===== src/fpau_regs.vh =====
// Constants for the fixed-point add unit: instruction fields, opcodes,
// register offsets, bit positions and reset values.
// Assumes 32-bit instruction words with bit 31 as the most significant bit.
`ifndef FPAU_REGS_VH
`define FPAU_REGS_VH

// Instruction fields, given as Verilog bit indices of the 32-bit word.
`define FPAU_PRIM_HI 31
`define FPAU_PRIM_LO 26
`define FPAU_DEST_HI 25
`define FPAU_DEST_LO 21
`define FPAU_SRCA_HI 20
`define FPAU_SRCA_LO 16
`define FPAU_SRCB_HI 15
`define FPAU_SRCB_LO 11
`define FPAU_OE_BIT 10
`define FPAU_XO_HI 9
`define FPAU_XO_LO 1
`define FPAU_REC_BIT 0
`define FPAU_IMM_HI 15
`define FPAU_IMM_LO 0
`define FPAU_IMM_SIGN 15

// Primary and extended opcodes.
`define FPAU_PRIM_EXT 6'h1f
`define FPAU_PRIM_ADDI 6'h0e
`define FPAU_PRIM_ADDIC 6'h0c
`define FPAU_PRIM_ADDICR 6'h0d
`define FPAU_XO_ADDE 9'h08a
`define FPAU_XO_ADDC 9'h00a
`define FPAU_REG_ZERO 5'h00

// Register byte offsets.
`define FPAU_OFF_FLAGS 8'h00
`define FPAU_OFF_STATUS 8'h04
`define FPAU_OFF_CLEAR 8'h08
`define FPAU_OFF_ENABLE 8'h0c

// Flags register layout.
`define FPAU_FLG_UWRAP 0
`define FPAU_FLG_SWRAP 1
`define FPAU_FLG_SO 2
`define FPAU_FLG_CR_LO 4
`define FPAU_FLG_CR_HI 7

// Event bits of status, clear and enable registers.
`define FPAU_EVT_OVF 0
`define FPAU_EVT_CARRY 1
`define FPAU_EVT_BADOP 2
`define FPAU_EVT_W 3

// Reset values.
`define FPAU_RST_EVT 3'h0
`define FPAU_RST_CR 4'h0
`define FPAU_RST_WORD 32'h0000_0000

`endif


===== src/fpau_sum.v =====
// Adder core of the fixed-point add unit: sum, carry, overflow and the
// sign/zero classification of the result.
// Assumes operands already selected and extended by the caller.
`timescale 1ns/1ps
module fpau_sum #(
  parameter WIDTH = 32
) (
  input wire [WIDTH-1:0] opnd_a,
  input wire [WIDTH-1:0] opnd_b,
  input wire carry_in,
  output wire [WIDTH-1:0] sum,
  output wire carry_out,
  output wire overflow,
  output wire is_neg,
  output wire is_pos,
  output wire is_zero
);

  wire [WIDTH:0] wide_sum;

  // One extra bit catches the unsigned carry out of the top.
  assign wide_sum = {1'b0, opnd_a} + {1'b0, opnd_b} + {{WIDTH{1'b0}}, carry_in};
  assign sum = wide_sum[WIDTH-1:0];
  assign carry_out = wide_sum[WIDTH];

  // Signed overflow: like-signed operands giving a result of the other sign.
  assign overflow = (opnd_a[WIDTH-1] == opnd_b[WIDTH-1]) &&
                    (sum[WIDTH-1] != opnd_a[WIDTH-1]);

  // The result is classed as a signed number.
  assign is_neg = sum[WIDTH-1];
  assign is_zero = ~|sum;
  assign is_pos = ~is_neg & ~is_zero;

endmodule


===== src/fpau_top.v =====
// Fixed-point add unit: decodes add-extended, add-carrying, add-immediate
// and add-immediate-carrying forms, keeps the wrap, summary and compare
// flags, and gives software an APB window onto those flags and events.
// Assumes operand values arrive from the register file with issue_valid
// and that the receiver takes each result in the cycle res_valid is high.
//
// Implementation choices: the APB slave port and the register offsets.
`timescale 1ns/1ps
`include "fpau_regs.vh"

module fpau_top #(
  parameter AW = 8,
  parameter DW = 32
) (
  input wire core_clk,
  input wire rst_n,
  // Register bus.
  input wire psel,
  input wire penable,
  input wire pwrite,
  input wire [AW-1:0] paddr,
  input wire [31:0] pwdata,
  output reg [31:0] prdata,
  output wire pready,
  output reg pslverr,
  output wire irq,
  // Issue side, from the decoder and the register file.
  input wire issue_valid,
  input wire [31:0] issue_instr,
  input wire [DW-1:0] src_first_val,
  input wire [DW-1:0] src_second_val,
  // Result towards the register file write port.
  output reg res_valid,
  output reg res_write,
  output reg [4:0] res_dest,
  output reg [DW-1:0] res_data,
  // Flag state, kept here and visible to the core.
  output reg cr0_update,
  output reg unsigned_wrap_bit,
  output reg signed_wrap_bit,
  output reg summary_bit,
  output reg neg_result_flag,
  output reg pos_result_flag,
  output reg zero_result_flag,
  output reg cr0_summary
);

  // One-hot operation kinds produced by the decoder.
  localparam K_ADDE = 6'b000001;
  localparam K_ADDC = 6'b000010;
  localparam K_ADDI = 6'b000100;
  localparam K_ADDIC = 6'b001000;
  localparam K_ADDICR = 6'b010000;
  localparam K_BAD = 6'b100000;

  // Classifies an instruction word into one of the kinds above.
  function [5:0] fpau_kind;
    input [31:0] word;
    begin
      case (word[`FPAU_PRIM_HI:`FPAU_PRIM_LO])
        `FPAU_PRIM_EXT: begin
          if (word[`FPAU_XO_HI:`FPAU_XO_LO] == `FPAU_XO_ADDE) begin
            fpau_kind = K_ADDE;
          end else if (word[`FPAU_XO_HI:`FPAU_XO_LO] == `FPAU_XO_ADDC) begin
            fpau_kind = K_ADDC;
          end else begin
            fpau_kind = K_BAD;
          end
        end
        `FPAU_PRIM_ADDI: fpau_kind = K_ADDI;
        `FPAU_PRIM_ADDIC: fpau_kind = K_ADDIC;
        `FPAU_PRIM_ADDICR: fpau_kind = K_ADDICR;
        default: fpau_kind = K_BAD;
      endcase
    end
  endfunction

  wire [5:0] kind;
  wire is_adde;
  wire is_addc;
  wire is_addi;
  wire is_addic;
  wire is_addicr;
  wire is_bad;
  wire is_xform;
  wire [4:0] src_a_idx;
  wire [DW-1:0] imm_ext;
  wire [DW-1:0] opnd_a;
  wire [DW-1:0] opnd_b;
  wire carry_in;
  wire [DW-1:0] sum;
  wire carry_out;
  wire overflow;
  wire sum_neg;
  wire sum_pos;
  wire sum_zero;
  wire upd_ca;
  wire upd_ov;
  wire upd_cr;
  wire next_so;

  assign kind = fpau_kind(issue_instr);
  assign is_adde = kind[0];
  assign is_addc = kind[1];
  assign is_addi = kind[2];
  assign is_addic = kind[3];
  assign is_addicr = kind[4];
  assign is_bad = kind[5];
  assign is_xform = is_adde | is_addc;
  assign src_a_idx = issue_instr[`FPAU_SRCA_HI:`FPAU_SRCA_LO];

  // Immediate is widened by copying its sign bit upward.
  assign imm_ext = {{(DW-16){issue_instr[`FPAU_IMM_SIGN]}},
                    issue_instr[`FPAU_IMM_HI:`FPAU_IMM_LO]};

  // Only the plain immediate add reads register zero as the value zero;
  // the carrying immediate forms always use the register contents.
  assign opnd_a = (is_addi && src_a_idx == `FPAU_REG_ZERO) ?
                  {DW{1'b0}} : src_first_val;
  assign opnd_b = is_xform ? src_second_val : imm_ext;

  // The stored carry flag feeds only the extended add.
  // Feeding it elsewhere would break the plain and immediate sums.
  assign carry_in = is_adde & unsigned_wrap_bit;

  fpau_sum #(
    .WIDTH(DW)
  ) u_sum (
    .opnd_a(opnd_a),
    .opnd_b(opnd_b),
    .carry_in(carry_in),
    .sum(sum),
    .carry_out(carry_out),
    .overflow(overflow),
    .is_neg(sum_neg),
    .is_pos(sum_pos),
    .is_zero(sum_zero)
  );

  // Which flags each operation is allowed to change.
  assign upd_ca = issue_valid & (is_xform | is_addic | is_addicr);
  assign upd_ov = issue_valid & is_xform & issue_instr[`FPAU_OE_BIT];
  assign upd_cr = issue_valid & ((is_xform & issue_instr[`FPAU_REC_BIT]) |
                  is_addicr);

  // Summary is sticky: an overflow with the OE bit set sets it, nothing in the datapath clears it.
  assign next_so = summary_bit | (upd_ov & overflow);

  // Result path, one cycle after issue. Unknown opcodes write nothing.
  always @(posedge core_clk) begin
    if (!rst_n) begin
      res_valid <= 1'b0;
      res_write <= 1'b0;
      res_dest <= 5'h00;
      res_data <= {DW{1'b0}};
    end else begin
      res_valid <= issue_valid;
      res_write <= issue_valid & ~is_bad;
      if (issue_valid) begin
        res_dest <= issue_instr[`FPAU_DEST_HI:`FPAU_DEST_LO];
        res_data <= sum;
      end
    end
  end

  // APB handshake: the slave inserts one wait state so read data is a flop.
  // The cost is one extra cycle per access, which software never notices.
  reg ack;
  wire acc_phase;
  wire acc_first;
  wire wr_fire;
  wire rd_take;
  wire addr_ok;
  wire [7:0] off;
  wire [AW+7:0] addr_ext;

  // True when a byte offset names one of the four mapped words.
  function fpau_mapped;
    input [7:0] where;
    begin
      case (where)
        `FPAU_OFF_FLAGS: fpau_mapped = 1'b1;
        `FPAU_OFF_STATUS: fpau_mapped = 1'b1;
        `FPAU_OFF_CLEAR: fpau_mapped = 1'b1;
        `FPAU_OFF_ENABLE: fpau_mapped = 1'b1;
        default: fpau_mapped = 1'b0;
      endcase
    end
  endfunction

  // True for a committed write to the word at the given offset.
  function fpau_wr_hit;
    input fire;
    input ok;
    input [7:0] where;
    input [7:0] target;
    begin
      fpau_wr_hit = fire & ok & (where == target);
    end
  endfunction

  assign acc_phase = psel & penable;
  assign acc_first = acc_phase & ~ack;
  assign pready = ack;
  assign wr_fire = acc_phase & ack & pwrite;
  assign rd_take = acc_first & ~pwrite & addr_ok;

  // Padding the address with a zero byte keeps the upper-bit test legal
  // even when the bus carries no bits above the offset byte.
  assign addr_ext = {8'h00, paddr};
  assign off = addr_ext[7:0];
  assign addr_ok = (addr_ext[AW+7:8] == {AW{1'b0}}) && fpau_mapped(off);

  // Write strobes, one per writable word.
  wire sw_flags;
  wire sw_clear;
  wire sw_enable;
  assign sw_flags = fpau_wr_hit(wr_fire, addr_ok, off, `FPAU_OFF_FLAGS);
  assign sw_clear = fpau_wr_hit(wr_fire, addr_ok, off, `FPAU_OFF_CLEAR);
  assign sw_enable = fpau_wr_hit(wr_fire, addr_ok, off, `FPAU_OFF_ENABLE);

  // Flag registers. An issued operation owns the flags it updates in that
  // cycle; a software write to the flags word loads only the untouched ones.

  always @(posedge core_clk) begin
    if (!rst_n) begin
      unsigned_wrap_bit <= 1'b0;
      signed_wrap_bit <= 1'b0;
      summary_bit <= 1'b0;
    end else begin
      if (upd_ca) begin
        unsigned_wrap_bit <= carry_out;
      end else if (sw_flags) begin
        unsigned_wrap_bit <= pwdata[`FPAU_FLG_UWRAP];
      end
      if (upd_ov) begin
        signed_wrap_bit <= overflow;
        summary_bit <= next_so;
      end else if (sw_flags) begin
        signed_wrap_bit <= pwdata[`FPAU_FLG_SWRAP];
        summary_bit <= pwdata[`FPAU_FLG_SO];
      end
    end
  end

  // Compare field 0 follows recorded results only; software reads it.
  always @(posedge core_clk) begin
    if (!rst_n) begin
      {neg_result_flag, pos_result_flag, zero_result_flag, cr0_summary} <= `FPAU_RST_CR;
      cr0_update <= 1'b0;
    end else begin
      cr0_update <= upd_cr;
      if (upd_cr) begin
        neg_result_flag <= sum_neg;
        pos_result_flag <= sum_pos;
        zero_result_flag <= sum_zero;
        cr0_summary <= upd_ov ? next_so : summary_bit;
      end
    end
  end

  // Event capture for the interrupt. Add-immediate raises no events.
  reg [`FPAU_EVT_W-1:0] evt_status;
  reg [`FPAU_EVT_W-1:0] evt_enable;
  wire [`FPAU_EVT_W-1:0] evt_raise;
  wire [`FPAU_EVT_W-1:0] evt_clear;
  wire [`FPAU_EVT_W-1:0] next_status;

  assign evt_raise[`FPAU_EVT_OVF] = upd_ov & overflow;
  assign evt_raise[`FPAU_EVT_CARRY] = upd_ca & carry_out;
  assign evt_raise[`FPAU_EVT_BADOP] = issue_valid & is_bad;
  assign evt_clear = sw_clear ? pwdata[`FPAU_EVT_W-1:0] : {`FPAU_EVT_W{1'b0}};

  // A new event in the clearing cycle survives the clear.
  genvar gi;
  generate
    for (gi = 0; gi < `FPAU_EVT_W; gi = gi + 1) begin : g_evt
      assign next_status[gi] = evt_raise[gi] | (evt_status[gi] & ~evt_clear[gi]);
    end
  endgenerate

  always @(posedge core_clk) begin
    if (!rst_n) begin
      evt_status <= `FPAU_RST_EVT;
      evt_enable <= `FPAU_RST_EVT;
    end else begin
      evt_status <= next_status;
      if (sw_enable) begin
        evt_enable <= pwdata[`FPAU_EVT_W-1:0];
      end
    end
  end

  // Level interrupt while any enabled event is pending.
  assign irq = |(evt_status & evt_enable);

  // Read mux. Reserved bits and write-only clear read as zero.
  reg [31:0] next_rdata;
  always @* begin
    next_rdata = `FPAU_RST_WORD;
    case (off)
      `FPAU_OFF_FLAGS: begin
        next_rdata[`FPAU_FLG_UWRAP] = unsigned_wrap_bit;
        next_rdata[`FPAU_FLG_SWRAP] = signed_wrap_bit;
        next_rdata[`FPAU_FLG_SO] = summary_bit;
        next_rdata[`FPAU_FLG_CR_HI:`FPAU_FLG_CR_LO] =
          {neg_result_flag, pos_result_flag, zero_result_flag, cr0_summary};
      end
      `FPAU_OFF_STATUS: next_rdata[`FPAU_EVT_W-1:0] = evt_status;
      `FPAU_OFF_ENABLE: next_rdata[`FPAU_EVT_W-1:0] = evt_enable;
      default: next_rdata = `FPAU_RST_WORD;
    endcase
  end

  // Ack comes in the second access cycle; unmapped addresses answer an error.
  always @(posedge core_clk) begin
    if (!rst_n) begin
      ack <= 1'b0;
      prdata <= `FPAU_RST_WORD;
      pslverr <= 1'b0;
    end else begin
      ack <= acc_first;
      pslverr <= acc_first & ~addr_ok;
      if (rd_take) begin
        prdata <= next_rdata;
      end else if (acc_first) begin
        prdata <= `FPAU_RST_WORD;
      end
    end
  end

endmodule


===== config.mk =====
export PLATFORM = sky130hd
export DESIGN_NAME = fpau_top
export DESIGN_NICKNAME = d
export VERILOG_FILES = /design/src/fpau_sum.v /design/src/fpau_top.v
export VERILOG_INCLUDE_DIRS = /design/src /design/src/src
export SDC_FILE = /design/constraint.sdc
export NUM_CORES = 1
export LEC_CHECK = 0
export ABC_CLOCK_PERIOD_IN_PS = 10260
export BUFFER_PORTS_ARGS = -buffer_cell sky130_fd_sc_hd__buf_2
export CORE_MARGIN = 2
export CORE_UTILIZATION = 50
export CTS_CLUSTER_SIZE = 24
export DETAILED_ROUTE_END_ITERATION = 8
export GPL_TIMING_DRIVEN = 0
export PLACE_DENSITY = 0.89
export SLEW_MARGIN = 5
export SYNTH_ARGS = -nofsm -noshare
export SYNTH_HDL_FRONTEND = slang
export SYNTH_SLANG_ARGS = --single-unit

===== constraint.sdc =====
create_clock -name core_clk -period 10.26 [get_ports core_clk]
set_input_delay 0.513 -clock core_clk [delete_from_list [all_inputs] [get_ports core_clk]]
set_output_delay 0.513 -clock core_clk [all_outputs]
set_load 0.1 [all_outputs]

### Yosys cells after proc, flatten, opt, wreduce, memory -nomap -nowiden

Cells that the tools add are included.

* register bits after elaboration: 62
* bits in latches: 0
* memory bits (writable): 0
* ROM bits: 0
* bits of input ports: 142
* output and inout bits: 82
* word-level logic and storage cells: 101
* memories: 0

* $add $sub $neg: 2
* multiply operators: 0
* div/mod/pow operators: 0
* magnitude comparators: 0
* eq/ne operators: 11
* shifts and indexed selects: 0
* mux-type cells: 18
* bitwise logic cells: 42
* reduce and logical (&&, ||, !) cells: 11

Operators with widths (count)
* 32-bit 2-to-1 mux: 2
* 32-bit by 32-bit adder with 33-bit output: 1
* 33-bit by 1-bit adder with 33-bit output: 1
* 32-bit OR reduction: 1
* 1-bit AND: 25
* 6-bit one-hot mux with 4 select lines: 1
* 6-bit by 4-bit equality test with 1-bit output, second input constant: 3
* 8-bit by 4-bit equality test with 1-bit output, second input constant: 2
* 8-bit 2-to-1 mux: 2
* 6-bit 2-to-1 mux: 2
* 9-bit by 4-bit equality test with 1-bit output, second input constant: 1
* 9-bit by 8-bit equality test with 1-bit output, second input constant: 1
* 3-bit one-hot mux with 3 select lines: 1
* 8-bit by 3-bit equality test with 1-bit output, second input constant: 1
* 8-bit zero test: 1
* 1-bit 2-to-1 mux: 8
* 1-bit NOT: 8
* 1-bit OR: 8
* 6-bit by 5-bit equality test with 1-bit output, second input constant: 1
* 2-bit nonzero test: 3
* 5-bit zero test: 1
* 4-bit 2-to-1 mux: 1
* 4-bit OR reduction: 1
* 3-bit AND: 1
* 6 further kinds: 7

### Logic depth before layout (Yosys ltp)

* depth in word-level cells: 13
* gate-level depth with buffers: 21

### Cells and area by module

From an unflattened synthesis, not the netlist that was laid out.

* cell total of the unflattened synthesis: 674
* area total of the unflattened synthesis: 5183.7 sq um

Modules (own cells, without submodules)
* fpau_top: instances 1, cells each 388, area an instance 3233.1 sq um, sequential area each 1241.2 sq um
* fpau_sum: instances 1, cells each 286, area an instance 1950.6 sq um, sequential area each 0.0 sq um

### Least setup slack after synthesis

Ideal clock, no wire load.

* path type: in2reg
* from: in issue_instr[1]
* to: reg zero_result_flag
* arrival: 5.264 ns
* required time: 10.172 ns
* slack: 4.908 ns
* cell stages on the path: 20
* path through: or4b_2 -> nor3_1 -> and4b_1 -> and2_1 -> buf_2 -> buf_1 -> mux2_2 -> fa_1 -> inv_1 -> fa_1 -> nand2b_1 -> a21oi_1 -> xor2_1 -> or4b_1 -> or4_1 -> or3_1 -> nand4b_1 -> nor4_2 -> nand4_1 -> o32ai_2

* longest elaborated chain between the ends: 10
* elaborated cells between the ends (all ways): 17
* classes of those cells: add/sub (2); eq/ne (2); mux (5); bitwise (5); reduce/logical (3)

Ends and longest elaborated chain
* start, declared: RTL line fpau_top.v:29 `input wire [31:0] issue_instr,`
* 9-bit by 4-bit equality test with 1-bit output (no line)
* 6-bit 2-to-1 mux: RTL line fpau_top.v:64 `` end else if (word[`FPAU_XO_HI:`FPAU_XO_LO] == `FPAU_XO_ADDC) begin ``
* 6-bit 2-to-1 mux: RTL line fpau_top.v:62 `` if (word[`FPAU_XO_HI:`FPAU_XO_LO] == `FPAU_XO_ADDE) begin ``
* 6-bit one-hot mux with 4 select lines: RTL line fpau_top.v:60 `` case (word[`FPAU_PRIM_HI:`FPAU_PRIM_LO]) ``
* 1-bit OR: RTL line fpau_top.v:109 `assign is_xform = is_adde | is_addc;`
* 32-bit 2-to-1 mux: RTL line fpau_top.v:120 `assign opnd_b = is_xform ? src_second_val : imm_ext;`
* 32-bit by 32-bit adder with 33-bit output: RTL line fpau_sum.v:22 `assign wide_sum = {1'b0, opnd_a} + {1'b0, opnd_b} + {{WIDTH{1'b0}}, carry_in};`
* 33-bit by 1-bit adder with 33-bit output: RTL line fpau_sum.v:22
* 32-bit OR reduction: RTL line fpau_sum.v:32 `assign is_zero = ~|sum;`
* 1-bit zero test: RTL line fpau_sum.v:32
* end signal, assigned: RTL line fpau_top.v:249 `` {neg_result_flag, pos_result_flag, zero_result_flag, cr0_summary} <= `FPAU_RST_CR; ``
* end signal, assigned: RTL line fpau_top.v:256 `zero_result_flag <= sum_zero;`
* end, declared: RTL line fpau_top.v:44 `output reg zero_result_flag,`

Parallel ways exist; a longest one is shown, timed or not.
A chain may end at the register's enable or synchronous reset.

### Worst setup path after layout

Same ends and word-level chain as after synthesis.

==> results.json <==
{
  "status": "complete, no violations",
  "crit_fanout": 10,
  "yosysUniqueCellTypes": 65,
  "die_w_um": 103.8,
  "worst_setup_path_start_kind": "input pin",
  "drtPass1Iterations": 5,
  "r2r-start": "unsigned_wrap_bit",
  "tritoncts": "built",
  "hold_buffers": 0,
  "grtUsageTotal": 0.2615,
  "slowest_stage": "or4b_2",
  "vdd_drop_max_mv": 0.08027,
  "grt_max_degree": 13,
  "dieHeight_um": 103.8,
  "hold_depth": 3,
  "crit_required_ns": 10.51,
  "synth_edf_count": 0,
  "finClkSkew_ns": 0.01280,
  "synth_top_cell_by_area": "dfxtp_1",
  "place_hpwl_um": 11810,
  "yosys_warnings": 0,
  "cts_buffer_depth": 2,
  "design_area_um2": 6297,
  "fillers": 919,
  "critPathMaxStageDelay_ns": 0.67,
  "grt_pass1_wl_um": 23470,
  "worst_pin_slew_ns": 0.8890,
  "final_layout_size_suffix_gt1_frac": 0.2770,
  "grt_pass1_vias": 4875,
  "port_buffers": 167,
  "power.leakage_nw": 3.104,
  "n_antenna_cell": 0,
  "synth_top_cell_area_share": 0.2491,
  "slew_viol_final": 0,
  "cp_top_family": "simple AND/OR/NAND/NOR gates",
  "drc": 0,
  "fin_setup_tns_ns": 0,
  "vias": 5360,
  "worstSetupPathType": "input pin to flip-flop",
  "nNetsFinal": 1022,
  "grt_overflow_total": 0,
  "setup_viol": 0,
  "cap_viol_max_count": 0,
  "netlist_top_cells_area": "dfxtp_1 25%, ha_1 7.8%, mux2i_1 6.2%",
  "ctsResizeCount": 0,
  "dieArea_um2": 10780,
  "hold-path-endpoint": "res_dest[2]",
  "antenna_found_initial": 0,
  "syn_avg_cell_area_um2": 7.724,
  "cts_buffers": 9,
  "clk_latency_ns": 0.35,
  "synthFlopType": "dfxtp_1",
  "via_per_inst": 5.442,
  "async_flop_share": 0,
  "crit_chain": "buf_2, or4b_2, nor3_1, and4b_1, and2_1, buf_2, buf_1, mux2_2, fa_1, inv_1, fa_1, nand2b_1, a21oi_1, xor2_1, or4b_1, or4_1, or3_1, nand4b_1, nor4_2, nand4_1, o32ai_2",
  "placed_area_um2": 6075,
  "relSlewSlack": 0.3990,
  "rsz0062_at_grt": "false",
  "syn_area_um2": 4982,
  "r2r-end": "zero_result_flag",
  "place_congestion": 0.9399,
  "critPathCaptureType": "flip-flop",
  "routed_wl_um": 14460,
  "seq_area_frac_synth": 0.2491,
  "r2r_slack_ns": 6.19,
  "std_cell_rows": 36,
  "drtIter0Drc": 421,
  "core_um2": 9729,
  "cts.sinks": 62,
  "pwr_density_cell_nw_per_um2": 143.0,
  "cts_max_level": 3,
  "antenna_left": 0,
  "cp.buffers_inverters": 4,
  "fin_crit_ns": 5.901,
  "hp-start": "issue_instr[23]",
  "ioPinCount": 224,
  "worst_ep_arrival_time_ns": 6.15,
  "cts_setup_buffers": 0,
  "reg2regPathDepth": 14,
  "area_delta_synth_final_pct": 26.39,
  "initial_core_util": 0.5121,
  "synth_cells": 645,
  "worstHoldPathType": "input pin to flip-flop",
  "post_drt_wl_per_cell_um": 14.68,
  "root_buffer": "clkbuf_8",
  "ys_seq_elements": 62,
  "fin_crit_sh": 0.5751,
  "clkTransAtPathRegs_ns": 0.08,
  "timing.fmax_mhz": 169.5,
  "hold_viol": 0
}
layout make-up:
type / instances / area, µm² / share of cell area
tap: 133 / 166.4 / 0.02643
timing repair buffer: 167 / 835.8 / 0.1327
inverter: 14 / 52.55 / 0.008345
clock buffer: 9 / 123.9 / 0.01967
clock inverter: 7 / 98.84 / 0.01570
buffer: 57 / 317.8 / 0.05047
sequential: 62 / 1241 / 0.1971
multi-input combinational: 536 / 3461 / 0.5496
per-layer routing:
layer / global-route usage / vias to the layer above / share of wire
met3: 0.04216 / 20 / 0.067
met2: 0.4483 / 229 / 0.48
met4: 0.06950 / 0 / 0.016
li1: - / 2649 / -
met5: 0 / - / 0
met1: 0.3407 / 2462 / 0.44
synthesized netlist by cell type, types with 3 or more instances:
master,instances
nor2_1,80
dfxtp_1,62
nand2_1,54
a21oi_1,45
and2_1,38
ha_1,31
mux2i_1,31
o21ai_0,30
a21o_1,29
buf_4,25
clkbuf_1,22
nand3_1,17
xnor2_1,14
inv_1,13
xor2_1,12
nor3_1,10
a211oi_1,9
mux2_2,8
nand4_1,7
a22oi_1,6
o21a_1,6
o31ai_1,6
a31oi_1,5
and3_1,5
buf_2,5
nor2b_1,5
a21boi_0,4
buf_1,4
nor4_1,4
o211ai_1,4
or2_2,4
or3_1,4
a221oi_1,3
nor3b_1,3
nor4b_1,3
o31a_1,3
where the power goes:
part,switching (mW),internal (mW)
clock network,0.104,0.137
logic,0.285,0.108
registers,0.00874,0.257
worst reg2reg max path: stages (launching register included):
cell and delay, ns:
dfxtp_1 0.42, and3_1 0.21, fa_1 0.21, inv_1 0.06, fa_1 0.39, nand2b_1 0.19
a21oi_1 0.19, xor2_1 0.11, or4b_1 0.51, or4_1 0.49, or3_1 0.34, nand4b_1 0.22
nor4_2 0.20, nand4_1 0.21, o32ai_2 0.24
state kept, by name, summed over array words and instances (netlist names):
register	flops
res_data	32
prdata	7
res_dest	5
evt_enable	3
evt_status	3
cr0_summary	1
cr0_update	1
neg_result_flag	1
pos_result_flag	1
pready	1
pslverr	1
res_valid	1
res_write	1
signed_wrap_bit	1
summary_bit	1
unsigned_wrap_bit	1
zero_result_flag	1
per-stage QoR:
stage / hold WS [ns] / cells / util / setup slack (ns) / power [mW]
2_1_floorplan: 0.4792 / 669 / - / 4.908 / 0.5816
3_3_place_gp: 0.4408 / 969 / 0.6244 / 4.080 / 0.6559
3_5_place_dp: 0.4418 / 969 / 0.6244 / 4.046 / 0.6597
4_1_cts: 0.4059 / 985 / 0.6472 / 4.381 / 0.8994
5_1_grt: 0.4061 / 985 / 0.6472 / 4.176 / 0.9405
6_report: 0.4042 / 985 / 0.6472 / 4.359 / 0.9005
cells by family (layout without fill, tap and decap cells):
kind of cell,Yosys count,in the layout,share of synthesized area
other,1,25,0.0007527
DFF,62,62,0.2491
buffers and inverters,71,254,0.07433
muxes,39,39,0.08036
and+or+nand+nor,246,246,0.2423
AOI/OAI and AO/OA,167,167,0.2215
xor gates and xnor gates,26,26,0.04571
adders and majority gates,33,33,0.08589
placed cells by master, fill, tap and decap left out, types with 5 or more instances in the layout:
master    count
conb_1       25
a22oi_1       6
nor3_1       10
buf_4        25
nand2_1      54
clkbuf_1     22
and3_1        5
mux2i_1      31
inv_1        13
a21o_1       29
a31oi_1       5
dfxtp_1      62
and2_1       38
o31ai_1       6
nor2b_1       5
o21a_1        6
buf_2       172
ha_1         31
nand4_1       7
nor2_1       80
a21oi_1      45
nand3_1      17
o21ai_0      30
clkbuf_8      9
xor2_1       12
mux2_2        8
xnor2_1      14
a211oi_1      9
worst max path at each step:
stage	startpoint	to	slack (ns)	depth (start not counted)
final	issue_instr[1]	zero_result_flag	4.36	21
after global routing	issue_instr[1]	zero_result_flag	4.18	21
after CTS	issue_instr[1]	zero_result_flag	4.38	21
after detailed placement	issue_instr[1]	zero_result_flag	4.05	21
after global placement	issue_instr[1]	zero_result_flag	4.08	21
after floorplan	issue_instr[1]	zero_result_flag	4.91	20
Note: power is estimated with default switching activity, not from simulation.
